### src/rtl/phy_crossover_irq_regs.vh
`ifndef PHY_CROSSOVER_IRQ_REGS_VH
`define PHY_CROSSOVER_IRQ_REGS_VH

// Register indices on the management port
`define ADDR_CROSSOVER      5'h1B
`define ADDR_IRQ_FLAGS      5'h1D
`define ADDR_IRQ_MASK       5'h1E
`define ADDR_LINK_RESULT    5'h1F

// Crossover control/status fields
`define XO_OVERRIDE_BIT     15
`define XO_AUTO_EN_BIT      14
`define XO_STATE_BIT        13
`define XO_PLL_LOCK_BIT     10
`define XO_POLARITY_BIT     4

// Interrupt flag and mask fields
`define IRQ_MSB             7
`define IRQ_LSB             1
`define IRQ_ENERGY_BIT      7
`define IRQ_NEG_DONE_BIT    6
`define IRQ_REMOTE_BIT      5
`define IRQ_LINK_DOWN_BIT   4
`define IRQ_ACK_BIT         3
`define IRQ_PARFAULT_BIT    2
`define IRQ_PAGE_BIT        1
`define IRQ_MASK_RESET      8'h00

// Link result fields
`define LR_DONE_BIT         12
`define LR_RSVD_MSB         11
`define LR_RSVD_LSB         5
`define LR_RSVD_RESET       7'h02
`define LR_SPEED_MSB        4
`define LR_SPEED_LSB        2

// Speed/duplex codes
`define SPD_10_HALF         3'h1
`define SPD_10_FULL         3'h5
`define SPD_100_HALF        3'h2
`define SPD_100_FULL        3'h6

// Timing
`define CLK_HZ              40000000
`define ENERGY_QUIET_MS     256
`define STRAP_SETTLE        2'h3
// 256 ms of 40 MHz cycles, sized to the quiet counter
`define ENERGY_QUIET_CYCLES 24'h9C4000

`endif

### src/rtl/phy_crossover_irq_status_regs.v
`timescale 1ns/1ps
`include "phy_crossover_irq_regs.vh"

module phy_crossover_irq_status_regs #(
    parameter [23:0] QUIET_CYCLES = `ENERGY_QUIET_CYCLES
) (
    // Clock and reset
    input  wire        clk,
    input  wire        rst,
    input  wire        softReset,
    // Management register port
    input  wire [4:0]  regAddr,
    input  wire        regWrEn,
    input  wire [15:0] regWrData,
    input  wire        regRdEn,
    output reg  [15:0] regRdData,
    output reg         regRdValid,
    // Configuration strap pin
    input  wire        autoCrossoverStrap,
    // Status from PHY logic
    input  wire        autoCrossoverSwap,
    input  wire        polarityReversed,
    input  wire        lineEnergyValid,
    input  wire        negotiationDone,
    input  wire        remoteFault,
    input  wire        linkUp,
    input  wire        partnerAck,
    input  wire        parallelDetectFault,
    input  wire        pageReceived,
    input  wire [2:0]  resolvedSpeedDuplex,
    // Controls to PHY logic
    output reg         autoCrossoverActive,
    output reg         pairSwap,
    output reg         rxPllReferenceLock,
    output reg         phyIrq
);

    // Strap synchroniser and capture
    reg        strapMeta_r;
    reg        strapSync_r;
    reg [1:0]  strapSettle_r;
    reg        strapLatched_r;

    // Control registers
    reg        overrideStrap_r;
    reg        crossoverEnable_r;
    reg        crossoverState_r;
    reg        pllLock_r;
    reg [6:0]  reservedField_r;

    // Interrupt flags and mask
    reg [7:1]  irqMask_r;
    reg [7:1]  irqFlags_r;
    reg [7:1]  irqFlags_nxt;
    reg [7:1]  irqEvents;

    // Energy detect state and edge history
    reg        lineEnergyDetected_r;
    reg [23:0] quietCount_r;
    reg        energyPrev_r;
    reg        negDonePrev_r;
    reg        linkUpPrev_r;

    // Next values of registered outputs
    reg        autoCrossoverActive_nxt;
    reg        pairSwap_nxt;
    reg [15:0] regRdData_nxt;

    // One-hot register selects
    localparam [3:0] SEL_CROSSOVER = 4'h1;
    localparam [3:0] SEL_FLAGS     = 4'h2;
    localparam [3:0] SEL_MASK      = 4'h4;
    localparam [3:0] SEL_LINK      = 4'h8;

    // Shared by the read path and clear-on-read, so both agree on the map
    function [3:0] regSelect;
        input [4:0] addr;
        begin
            case (addr)
                `ADDR_CROSSOVER:   regSelect = SEL_CROSSOVER;
                `ADDR_IRQ_FLAGS:   regSelect = SEL_FLAGS;
                `ADDR_IRQ_MASK:    regSelect = SEL_MASK;
                `ADDR_LINK_RESULT: regSelect = SEL_LINK;
                default:           regSelect = 4'h0;
            endcase
        end
    endfunction

    // Flags and mask share one layout; bit 0 and the upper byte read 0
    function [15:0] eventWord;
        input [7:1] bits;
        begin
            eventWord = {8'h00, bits, 1'b0};
        end
    endfunction

    // Edge of a level source against its registered copy
    function edgeSeen;
        input level;
        input levelPrev;
        begin
            edgeSeen = level && !levelPrev;
        end
    endfunction

    wire [3:0] rdSel         = regRdEn ? regSelect(regAddr) : 4'h0;
    wire       flagRead      = (rdSel == SEL_FLAGS);
    wire [7:0] maskResetWord = `IRQ_MASK_RESET;
    wire       quietDone     = (quietCount_r >= QUIET_CYCLES - 24'h000001);
    wire       energyRise    = edgeSeen(lineEnergyDetected_r, energyPrev_r);
    wire       negDoneRise   = edgeSeen(negotiationDone, negDonePrev_r);
    wire       linkFall      = edgeSeen(linkUpPrev_r, linkUp);
    wire       irqPending    = |(irqFlags_nxt & irqMask_r);

    // Two-flop synchroniser for the asynchronous strap pin
    always @(posedge clk) begin
        strapMeta_r <= autoCrossoverStrap;
        strapSync_r <= strapMeta_r;
    end

    // Strap caught only once the synchroniser has settled after reset
    always @(posedge clk) begin
        if (rst) begin
            strapSettle_r  <= 2'h0;
            strapLatched_r <= 1'b0;
        end else if (strapSettle_r != `STRAP_SETTLE) begin
            strapSettle_r <= strapSettle_r + 2'h1;
            if (strapSettle_r == (`STRAP_SETTLE - 2'h1))
                strapLatched_r <= strapSync_r;
        end
    end

    // Software-visible control, soft reset restores defaults
    always @(posedge clk) begin
        if (rst || softReset) begin
            overrideStrap_r   <= 1'b0;
            crossoverEnable_r <= 1'b0;
            crossoverState_r  <= 1'b0;
            pllLock_r         <= 1'b0;
            reservedField_r   <= `LR_RSVD_RESET;
            irqMask_r         <= maskResetWord[`IRQ_MSB:`IRQ_LSB];
        end else if (regWrEn) begin
            case (regAddr)
                `ADDR_CROSSOVER: begin
                    overrideStrap_r   <= regWrData[`XO_OVERRIDE_BIT];
                    crossoverEnable_r <= regWrData[`XO_AUTO_EN_BIT];
                    crossoverState_r  <= regWrData[`XO_STATE_BIT];
                    pllLock_r         <= regWrData[`XO_PLL_LOCK_BIT];
                end
                `ADDR_IRQ_MASK:
                    irqMask_r <= regWrData[`IRQ_MSB:`IRQ_LSB];
                `ADDR_LINK_RESULT:
                    reservedField_r <= regWrData[`LR_RSVD_MSB:`LR_RSVD_LSB];
                default: ;
            endcase
        end
    end

    // Crossover mode; enable and state bits count only under override
    always @* begin
        autoCrossoverActive_nxt = 1'b0;
        pairSwap_nxt            = 1'b0;
        case ({overrideStrap_r, crossoverEnable_r})
            2'b10: begin
                autoCrossoverActive_nxt = 1'b0;
                pairSwap_nxt            = crossoverState_r;
            end
            2'b11: begin
                // State bit ignored here; the swap follows autoCrossoverSwap
                autoCrossoverActive_nxt = 1'b1;
                pairSwap_nxt            = autoCrossoverSwap;
            end
            default: begin
                // Without override the captured strap decides
                autoCrossoverActive_nxt = strapLatched_r;
                pairSwap_nxt            = strapLatched_r && autoCrossoverSwap;
            end
        endcase
    end

    // Crossover and PLL controls
    always @(posedge clk) begin
        if (rst) begin
            autoCrossoverActive <= 1'b0;
            pairSwap            <= 1'b0;
            rxPllReferenceLock  <= 1'b0;
        end else begin
            autoCrossoverActive <= autoCrossoverActive_nxt;
            pairSwap            <= pairSwap_nxt;
            rxPllReferenceLock  <= pllLock_r;
        end
    end

    // Energy detect survives soft reset; quiet timer is a parameter for sim
    always @(posedge clk) begin
        if (rst) begin
            lineEnergyDetected_r <= 1'b1;
            quietCount_r         <= 24'h000000;
        end else if (lineEnergyValid) begin
            lineEnergyDetected_r <= 1'b1;
            quietCount_r         <= 24'h000000;
        end else if (quietDone) begin
            lineEnergyDetected_r <= 1'b0;
        end else begin
            quietCount_r <= quietCount_r + 24'h000001;
        end
    end

    // Edge history for level-type sources
    always @(posedge clk) begin
        if (rst) begin
            energyPrev_r  <= 1'b1;
            negDonePrev_r <= 1'b0;
            linkUpPrev_r  <= 1'b0;
        end else begin
            energyPrev_r  <= lineEnergyDetected_r;
            negDonePrev_r <= negotiationDone;
            linkUpPrev_r  <= linkUp;
        end
    end

    always @* begin
        irqEvents = 7'h00;
        irqEvents[`IRQ_ENERGY_BIT]    = energyRise;
        irqEvents[`IRQ_NEG_DONE_BIT]  = negDoneRise;
        irqEvents[`IRQ_REMOTE_BIT]    = remoteFault;
        irqEvents[`IRQ_LINK_DOWN_BIT] = linkFall;
        irqEvents[`IRQ_ACK_BIT]       = partnerAck;
        irqEvents[`IRQ_PARFAULT_BIT]  = parallelDetectFault;
        irqEvents[`IRQ_PAGE_BIT]      = pageReceived;
        // Set beats clear so an event during the read is not lost
        irqFlags_nxt = (flagRead ? 7'h00 : irqFlags_r) | irqEvents;
    end

    // Latched flags
    always @(posedge clk) begin
        if (rst)
            irqFlags_r <= 7'h00;
        else
            irqFlags_r <= irqFlags_nxt;
    end

    // Taken from the next flags so the output rises on the setting edge
    always @(posedge clk) begin
        if (rst)
            phyIrq <= 1'b0;
        else
            phyIrq <= irqPending;
    end

    // Read word assembled ahead of the output flop
    always @* begin
        regRdData_nxt = 16'h0000;
        case (rdSel)
            SEL_CROSSOVER: begin
                regRdData_nxt[`XO_OVERRIDE_BIT] = overrideStrap_r;
                regRdData_nxt[`XO_AUTO_EN_BIT]  = crossoverEnable_r;
                regRdData_nxt[`XO_STATE_BIT]    = crossoverState_r;
                regRdData_nxt[`XO_PLL_LOCK_BIT] = pllLock_r;
                regRdData_nxt[`XO_POLARITY_BIT] = polarityReversed;
            end
            SEL_FLAGS:
                regRdData_nxt = eventWord(irqFlags_r);
            SEL_MASK:
                regRdData_nxt = eventWord(irqMask_r);
            SEL_LINK: begin
                regRdData_nxt[`LR_DONE_BIT]                = negotiationDone;
                regRdData_nxt[`LR_RSVD_MSB:`LR_RSVD_LSB]   = reservedField_r;
                regRdData_nxt[`LR_SPEED_MSB:`LR_SPEED_LSB] = resolvedSpeedDuplex;
            end
            default:
                regRdData_nxt = 16'h0000;
        endcase
    end

    // Data holds until the next read; unmapped indices read zero
    always @(posedge clk) begin
        if (rst) begin
            regRdData  <= 16'h0000;
            regRdValid <= 1'b0;
        end else begin
            regRdValid <= regRdEn;
            if (regRdEn)
                regRdData <= regRdData_nxt;
        end
    end

endmodule // phy_crossover_irq_status_regs
### config.mk
export PLATFORM = sky130hd
export DESIGN_NAME = phy_crossover_irq_status_regs
export DESIGN_NICKNAME = d
export VERILOG_FILES = /design/src/rtl/phy_crossover_irq_status_regs.v
export VERILOG_INCLUDE_DIRS = /design/src /design/src/rtl
export SDC_FILE = /design/constraint.sdc
export NUM_CORES = 1
export LEC_CHECK = 0
export BUFFER_PORTS_ARGS = -buffer_cell sky130_fd_sc_hd__buf_2
export CAP_MARGIN = 20
export CORE_MARGIN = 5
export CORE_UTILIZATION = 50
export CTS_CLUSTER_DIAMETER = 120
export CTS_CLUSTER_SIZE = 20
export DETAILED_ROUTE_END_ITERATION = 10
export PLACE_DENSITY = 0.76
export RECOVER_POWER = 100
export SKIP_CTS_REPAIR_TIMING = 1
export SYNTH_ARGS = -nofsm -noshare
export SYNTH_HDL_FRONTEND = slang
export SYNTH_SLANG_ARGS = --single-unit
### constraint.sdc
create_clock -name clk -period 1.9 [get_ports clk]
set_clock_uncertainty 0.2 [all_clocks]
set_input_delay 0.57 -clock clk [delete_from_list [all_inputs] [get_ports clk]]
set_output_delay 0.57 -clock clk [all_outputs]
set_load 0.1 [all_outputs]
==> impl_summary.log, run 1 <==
INFO  metric crit_buf_inv = 1
INFO  metric antenna_found_initial = 0
INFO  metric power.static_leakage = 1.65 nW
INFO  metric timing.critical_path.slowest_stage_cell = or4_4
INFO  metric worst-slew-pin-transition = around 1.0 ns
INFO  metric clk_pin_slew = 0.08 ns
INFO  metric cell_at_the_root_of_the_clock_tree = clkbuf_8
INFO  metric synth_ff_type = dfxtp_1
INFO  metric fin_crit_sh = 98.1%
INFO  metric timing.hold.worst.class = in -> reg
INFO  metric arrival = between 1.5 and 2 ns
INFO  metric worstReg2RegEnd = quietCount_r[2]
INFO  metric area_enclosed_by_the_die_boundary = between 0.008 and 0.009 mm^2
INFO  metric largest_stage_delay_on_the_critical_path = roughly 0.56 ns
INFO  metric syn_inst = 375
INFO  metric power.internal = 2.51 mW
INFO  metric layout_min_cycle_time = 1.86 ns
INFO  metric yosys.area.top_type = dfxtp_1
INFO  metric share_clk_of_total_power = 41.5%
INFO  metric grt_pass1_vias = 2980
INFO  metric timing_hold_violations_final = 0
INFO  metric initial_utilization = 51.6%
INFO  metric cpLargestDelayFamily = simple AND/OR/NAND/NOR gates
INFO  metric worstPathRequired = around 1.9 ns
INFO  metric crit_path_start_kind = register
INFO  metric synth_top_area_share = between 40% and 50%
INFO  metric worstSetupStartpoint = quietCount_r[16]
INFO  metric power.switching_fraction = 24.5%
INFO  metric synth_seq_area_share = between 40% and 50%
INFO  metric rsz_0062_raised_after_global_routing = true
INFO  metric worst_skew_pair.late_latency = 0.34 ns
INFO  metric total_i_o_pin_count = 60
INFO  metric global_route_wire_length_before_repair = 13.3 mm
INFO  metric power.sequential.fraction = 50.9%
INFO  metric routed-via-count = about 3100
INFO  metric antennaDiodeCount = 0
INFO  metric synth_warnings = 0
INFO  metric pwr_density_cell = 771 mW/mm^2
INFO  metric gp_congestion = 0.869
INFO  metric clkSinkCount = 78
INFO  metric synth_enable_flop_cells = 0
INFO  metric count_of_tritonroute_iterations_in_the_first_routing_pass = 4
INFO  metric postSynthNetCount = 417
INFO  metric wl = 8.06 mm
INFO  metric htreeDepth = 3
INFO  metric synth_cell_types = 47
INFO  metric finalNonFillerCells = between 500 and 600
INFO  metric finalMaxSlewViolations = 0
INFO  metric crit_chain = or4_4, nor3_4, buf_12, a21oi_4, a31o_2
INFO  metric totalPowerFinal = 3.32 mW
INFO  metric post_synth_instance_area = 0.00329 mm^2
INFO  metric worst_ir_drop_vdd = 0.000456 V
INFO  metric endpoint = quietCount_r[2]
INFO  metric crit_fanout = 8
INFO  metric reg2reg_from = quietCount_r[16]
INFO  metric drv.max_cap_violation_count = 0
INFO  metric groute.usage.overall = 19.2%
INFO  metric cp_num_cells = 5
INFO  metric maximum_number_of_pins_on_one_net_before_global_route_repair = 24
INFO  metric grt_overflow = 0
INFO  metric timing.slew.headroom = 32.2%
INFO  metric p_sw = 814 uW
INFO  metric final_setup_vio_count = 0
INFO  metric chipWidth = 91.2 um
INFO  metric cts.path.max_buffers = 2
INFO  metric final_layout_size_suffix_gt1_share = a little under a third
INFO  metric portbufs = 56
INFO  metric design.core.area = 0.00639 mm^2
INFO  metric r2r_cells = 5
INFO  metric cell_rows = 29
INFO  metric place_inst = 531
INFO  metric tritoncts.num_buffers = 9
INFO  metric post-route-drc-count = 0
INFO  metric netlist_top_cells_area = dfxtp_1, nor2_1, nand3_1, a21oi_1, nand2_1
INFO  metric postSynthAreaPerCell = 8.79 um^2
INFO  metric asyncSetResetFlopFracSynth = 0%
INFO  metric outcome = completed
INFO  metric finalNetCount = 509
INFO  metric via_per_inst = 5.56
INFO  metric final_antenna_net_count = 0
INFO  metric maximum_operating_frequency = 0.537 GHz
INFO  metric cp-end-kind = register
INFO  metric setup.worst_path.class = reg -> reg
INFO  metric timing.reg2reg.setup_slack = approximately 0.036 ns
INFO  metric hold_start = autoCrossoverStrap
INFO  metric initialDrtViolationCount = 174
INFO  metric worst_hold_slack_after_final_layout = between 0.1 and 0.15 ns
INFO  metric detail_route.wl_per_cell = 14.7 um
INFO  metric pwr-share-comb = 7.6%
INFO  metric detailed_place_hpwl = 5.79 mm
INFO  metric die_h = 91.2 um
INFO  metric synth-seq-cells = between 70 and 80
INFO  metric layout-area-overhead-vs-synth = 30.8%
INFO  metric cts_tree = done
[area by class of cell]
cell class | count | area (um^2)
repair buffers | 100 | 644
clock buffers | 10 | 128
inverters | 3 | 11.3
fillers | 527 | 2080
multi-input cells | 275 | 1770
flip-flops and latches | 78 | 1570
well taps | 77 | 96.3
clock inverters | 6 | 93.8
[power groups by stage]
stage          clock network, mW  logic, mW  registers (mW)
6_report                    1.38      0.252            1.69
3_5_place_dp                   0      0.253            1.73
2_1_floorplan                  0      0.117            1.77
5_1_grt                     1.49      0.275            1.70
3_3_place_gp                   0      0.245            1.73
4_1_cts                     1.41      0.254            1.69
[logic make-up after synthesis]
kind of cell / after synthesis / share of synthesized area, %
XOR/XNOR: 18 / 4.79
flip-flops: 78 / 47.4
adder cells (fa/ha/maj): 3 / 1.14
multiplexers: 9 / 2.77
AND/OR/NAND/NOR: 169 / 25.8
other: 1 / 0.114
AO/OA/AOI/OAI: 75 / 15.2
buffers and inverters: 22 / 2.81
[metal layers]
| layer | up-vias | wire (um) | GRT usage, % |
|---|---|---|---|
| li1 | 1521 | - | - |
| met1 | 1435 | 3440 | 23.5 |
| met2 | 88 | 4130 | 32.4 |
| met3 | 8 | 440 | 4.46 |
| met4 | 0 | 55 | 7.82 |
| met5 | - | 0 | 0 |
[stage by stage]
stage	utilization, %	TNS (ns)	area, um^2	setup WS [ns]
after floorplan	-	-0.00634	3310	-0.00634
after global placement	61.6	-0.355	3930	-0.0704
after detailed placement	61.6	-0.750	3930	-0.0799
after CTS	65.0	-0.379	4150	-0.0942
after global routing	67.5	-0.228	4310	-0.0602
final	67.5	0	4310	0.0361
[cell usage after synthesis (all sizes together), types with 2 or more instances]
library cell  number
inv                2
xnor2             17
nand2             42
mux2i              8
nand4              6
a221oi             3
or2                3
a211oi             6
ha                 3
nor2              51
nor4               7
a31oi              6
a31o               4
nor2b              8
a22oi             11
clkbuf            15
and3               2
and4               4
o211ai             2
nand3             33
o21ai              3
dfxtp             78
nor3               7
a21oi             34
buf                4
[state kept, by name (all words and copies together) (netlist names), 2 cells and up]
register / cells
quietCount_r: 24
irqMask_r: 7
irqFlags_r: 7
regRdData: 15
strapSettle_r: 2
reservedField_r: 7
[placed cells by master (no fill, tap or decap), types with 3 or more instances in the layout]
master | synthesis | routed
a221oi_1 | 3 | 3
a211oi_2 | 0 | 4
or2_2 | 3 | 3
nand3_1 | 33 | 33
dfxtp_1 | 78 | 74
clkbuf_8 | 0 | 9
nor2b_1 | 8 | 8
nor3_1 | 6 | 4
mux2i_1 | 8 | 8
clkbuf_4 | 0 | 19
buf_2 | 2 | 37
o21ai_0 | 3 | 3
xnor2_1 | 17 | 17
nand2_1 | 42 | 42
and4_1 | 4 | 3
buf_4 | 2 | 34
a31oi_1 | 6 | 6
nor4_2 | 3 | 5
a31o_2 | 3 | 3
dfxtp_2 | 0 | 4
ha_1 | 3 | 3
nand4_1 | 5 | 5
a22oi_1 | 11 | 11
a21oi_1 | 32 | 28
clkbuf_1 | 15 | 9
nor2_1 | 51 | 50
a21oi_2 | 2 | 4
[worst min-delay path by stage]
stage | endpoint | slack [ns] | depth (start not counted)
floorplan | strapSync_r | 0.11 | 0
global placement | strapSync_r | 0.11 | 0
detailed placement | strapSync_r | 0.14 | 0
CTS | strapMeta_r | 0.10 | 1
global route | strapMeta_r | 0.11 | 1
finish | strapMeta_r | 0.13 | 1
Note: power is estimated with default switching activity, not from simulation.
==> run 2, diff against run 1 <==
--- a/config.mk
+++ b/config.mk
@@ -8,12 +8,13 @@
 export LEC_CHECK = 0
 export BUFFER_PORTS_ARGS = -buffer_cell sky130_fd_sc_hd__buf_2
 export CAP_MARGIN = 20
+export CORE_ASPECT_RATIO = 1.4
 export CORE_MARGIN = 5
-export CORE_UTILIZATION = 50
+export CORE_UTILIZATION = 55
 export CTS_CLUSTER_DIAMETER = 120
 export CTS_CLUSTER_SIZE = 20
 export DETAILED_ROUTE_END_ITERATION = 10
-export PLACE_DENSITY = 0.76
+export PLACE_DENSITY = 0.79
 export RECOVER_POWER = 100
 export SKIP_CTS_REPAIR_TIMING = 1
 export SYNTH_ARGS = -nofsm -noshare
==> constraint.sdc (replaced) <==
create_clock -name clk -period 2.25 [get_ports clk]
set_clock_uncertainty 0.2 [all_clocks]
set_input_delay 0.675 -clock clk [delete_from_list [all_inputs] [get_ports clk]]
set_output_delay 0.675 -clock clk [all_outputs]
set_load 0.1 [all_outputs]
==> impl_summary.log, run 2 (synthesized netlist as in run 1, its figures left out) <==
INFO  metric worst_ir_drop_vdd = 0.000423 V
INFO  metric clk_pin_slew = 0.08 ns
INFO  metric wl = ~7.4 mm
INFO  metric cell_rows = 33
INFO  metric regs_by_ff_count = quietCount_r x24, regRdData x15
INFO  metric layout.filler_cells = 501
INFO  metric drv.max_cap_violation_count = 0
INFO  metric tritoncts.num_buffers = 9
INFO  metric crit_fanout = 9
INFO  metric layout_min_cycle_time = 2.06 ns
INFO  metric worst_skew_pair.late_latency = 0.35 ns
INFO  metric finalMaxSlewViolations = 0
INFO  metric largest_reg_flops = 24
INFO  metric power.static_leakage = approximately 1.4 nW
INFO  metric cp-end-kind = register
INFO  metric totalPowerFinal = 2.60 mW
INFO  metric registers.top_by_ff_count = quietCount_r
INFO  metric setup.worst_path.class = reg -> reg
INFO  metric timing.critical_path.slowest_stage_cell = and4_1
INFO  metric tns = 0 ns
INFO  metric timing_hold_violations_final = 0
INFO  metric arrival = 2.17 ns
INFO  metric global_route_wire_length_before_repair = ~12 mm
INFO  metric grt_overflow = 0
INFO  metric final_antenna_net_count = 0
INFO  metric routed-via-count = 2902
INFO  metric area_enclosed_by_the_die_boundary = 0.00766 mm^2
INFO  metric die_h = 102 um
INFO  metric timing.hold.worst.class = reg -> reg
INFO  metric maximum_number_of_pins_on_one_net_before_global_route_repair = 34
INFO  metric final_layout_size_suffix_gt1_share = a little over a fifth
INFO  metric count_of_tritonroute_iterations_in_the_first_routing_pass = 5
INFO  metric finalNetCount = approximately 480
INFO  metric sequential_cell_area = between 0.0015 and 0.002 mm^2
INFO  metric antenna_found_initial = 0
INFO  metric groute.usage.overall = between 20% and 30%
INFO  metric critPathMostFrequentCell = and4_1
INFO  metric initialDrtViolationCount = 268
INFO  metric post-route-drc-count = 0
INFO  metric gp_congestion = 0.858
INFO  metric total_i_o_pin_count = 60
INFO  metric crit_buf_inv = 0
INFO  metric chipWidth = 75.4 um
INFO  metric grt_pass1_vias = about 2700
INFO  metric cpLargestDelayFamily = simple AND/OR/NAND/NOR gates
INFO  metric cts_tree = done
INFO  metric worstPathRequired = between 2 and 2.5 ns
INFO  metric layout-area-overhead-vs-synth = 15.9%
INFO  metric outcome = completed
INFO  metric final_common_cell = dfxtp_1
INFO  metric portbufs = between 50 and 60
INFO  metric largest_stage_delay_on_the_critical_path = about 0.46 ns
INFO  metric timing.slew.headroom = between 50% and 60%
INFO  metric worst-slew-pin-transition = 0.668 ns
INFO  metric cts.path.max_buffers = 2
INFO  metric post-route-util = 65.1%
INFO  metric maximum_operating_frequency = ~0.48 GHz
INFO  metric htreeDepth = 3
INFO  metric detailed_place_hpwl = 5.29 mm
INFO  metric final_cell_mix = dfxtp_1, nor2_1, nand2_1
INFO  metric clkSinkCount = 78
INFO  metric via_per_inst = 5.68
INFO  metric multi_input_area = 0.00163 mm^2
INFO  metric pwr_density_cell = about 700 mW/mm^2
INFO  metric final_setup_vio_count = 0
INFO  metric design.core.area = 0.00586 mm^2
INFO  metric rsz_0062_raised_after_global_routing = false
INFO  metric cell_at_the_root_of_the_clock_tree = clkbuf_8
INFO  metric fin_crit_sh = 91.8%
INFO  metric antennaDiodeCount = 0
INFO  metric crit_path_start_kind = register
INFO  metric crit_chain = and4_1, and4_1, a21oi_2, a21oi_1, a31o_2
INFO  metric detail_route.wl_per_cell = about 14 um
INFO  metric initial_utilization = 56.2%
[run 2: cell count changes in the layout (fill, tap and decap cells not counted), moves of 3 or more]
cell and change:
buf_4 -28, clkbuf_2 +21, clkbuf_4 -19, nor4_1 +5, a211oi_1 +4, a211oi_2 -4, a21oi_1 +4, buf_2 -4
dfxtp_1 +4, dfxtp_2 -4, nor4_2 -3
[run 2: worst paths after layout]
check,from,endpoint,slack [ns],cells past startpoint
max,quietCount_r[4],quietCount_r[8],0.19,5
min,strapMeta_r,strapSync_r,0.13,0
max reg2reg,quietCount_r[4],quietCount_r[8],0.19,5
min reg2reg,strapMeta_r,strapSync_r,0.13,0
[run 2: power breakdown]
group / total (mW) / internal (mW) / switching, mW
Sequential: 1.43 / 1.41 / 0.0194
Clock: 0.965 / 0.413 / 0.552
Combinational: 0.203 / 0.0669 / 0.136
[run 2: through the flow]
stage / cells / worst slack (ns) / instance area [um^2] / hold slack [ns]
after floorplan: 375 / 0.183 / 3290 / 0.110
after global placement: 495 / 0.164 / 3680 / 0.115
after detailed placement: 495 / 0.156 / 3680 / 0.119
after CTS: 511 / 0.190 / 3860 / 0.139
after global routing: 511 / 0.0151 / 3820 / 0.143
final: 511 / 0.186 / 3820 / 0.134
[run 2: cell type report]
cell class	instances	area share (%)
clock inverter	7	1.47
tap	70	2.29
inverter	3	0.295
multi-input combinational	275	42.7
timing repair buffer	69	9.14
clock buffer	9	3.24
sequential	78	40.9
[run 2: layer usage]
layer	vias to the layer above	routed length, um	share of wire [%]	GRT usage [%]
met1	1340	2990	41	23.7
met3	12	447	6.1	4.97
li1	1457	-	-	-
met4	0	119	1.6	6.86
met5	-	0	0	0
met2	93	3820	52	35.9
[run 2: worst register-to-register path: stages, from the launching register on]
cell and delay (ns):
dfxtp_1 0.45, and4_1 0.42, and4_1 0.46, a21oi_2 0.17
a21oi_1 0.20, a31o_2 0.12
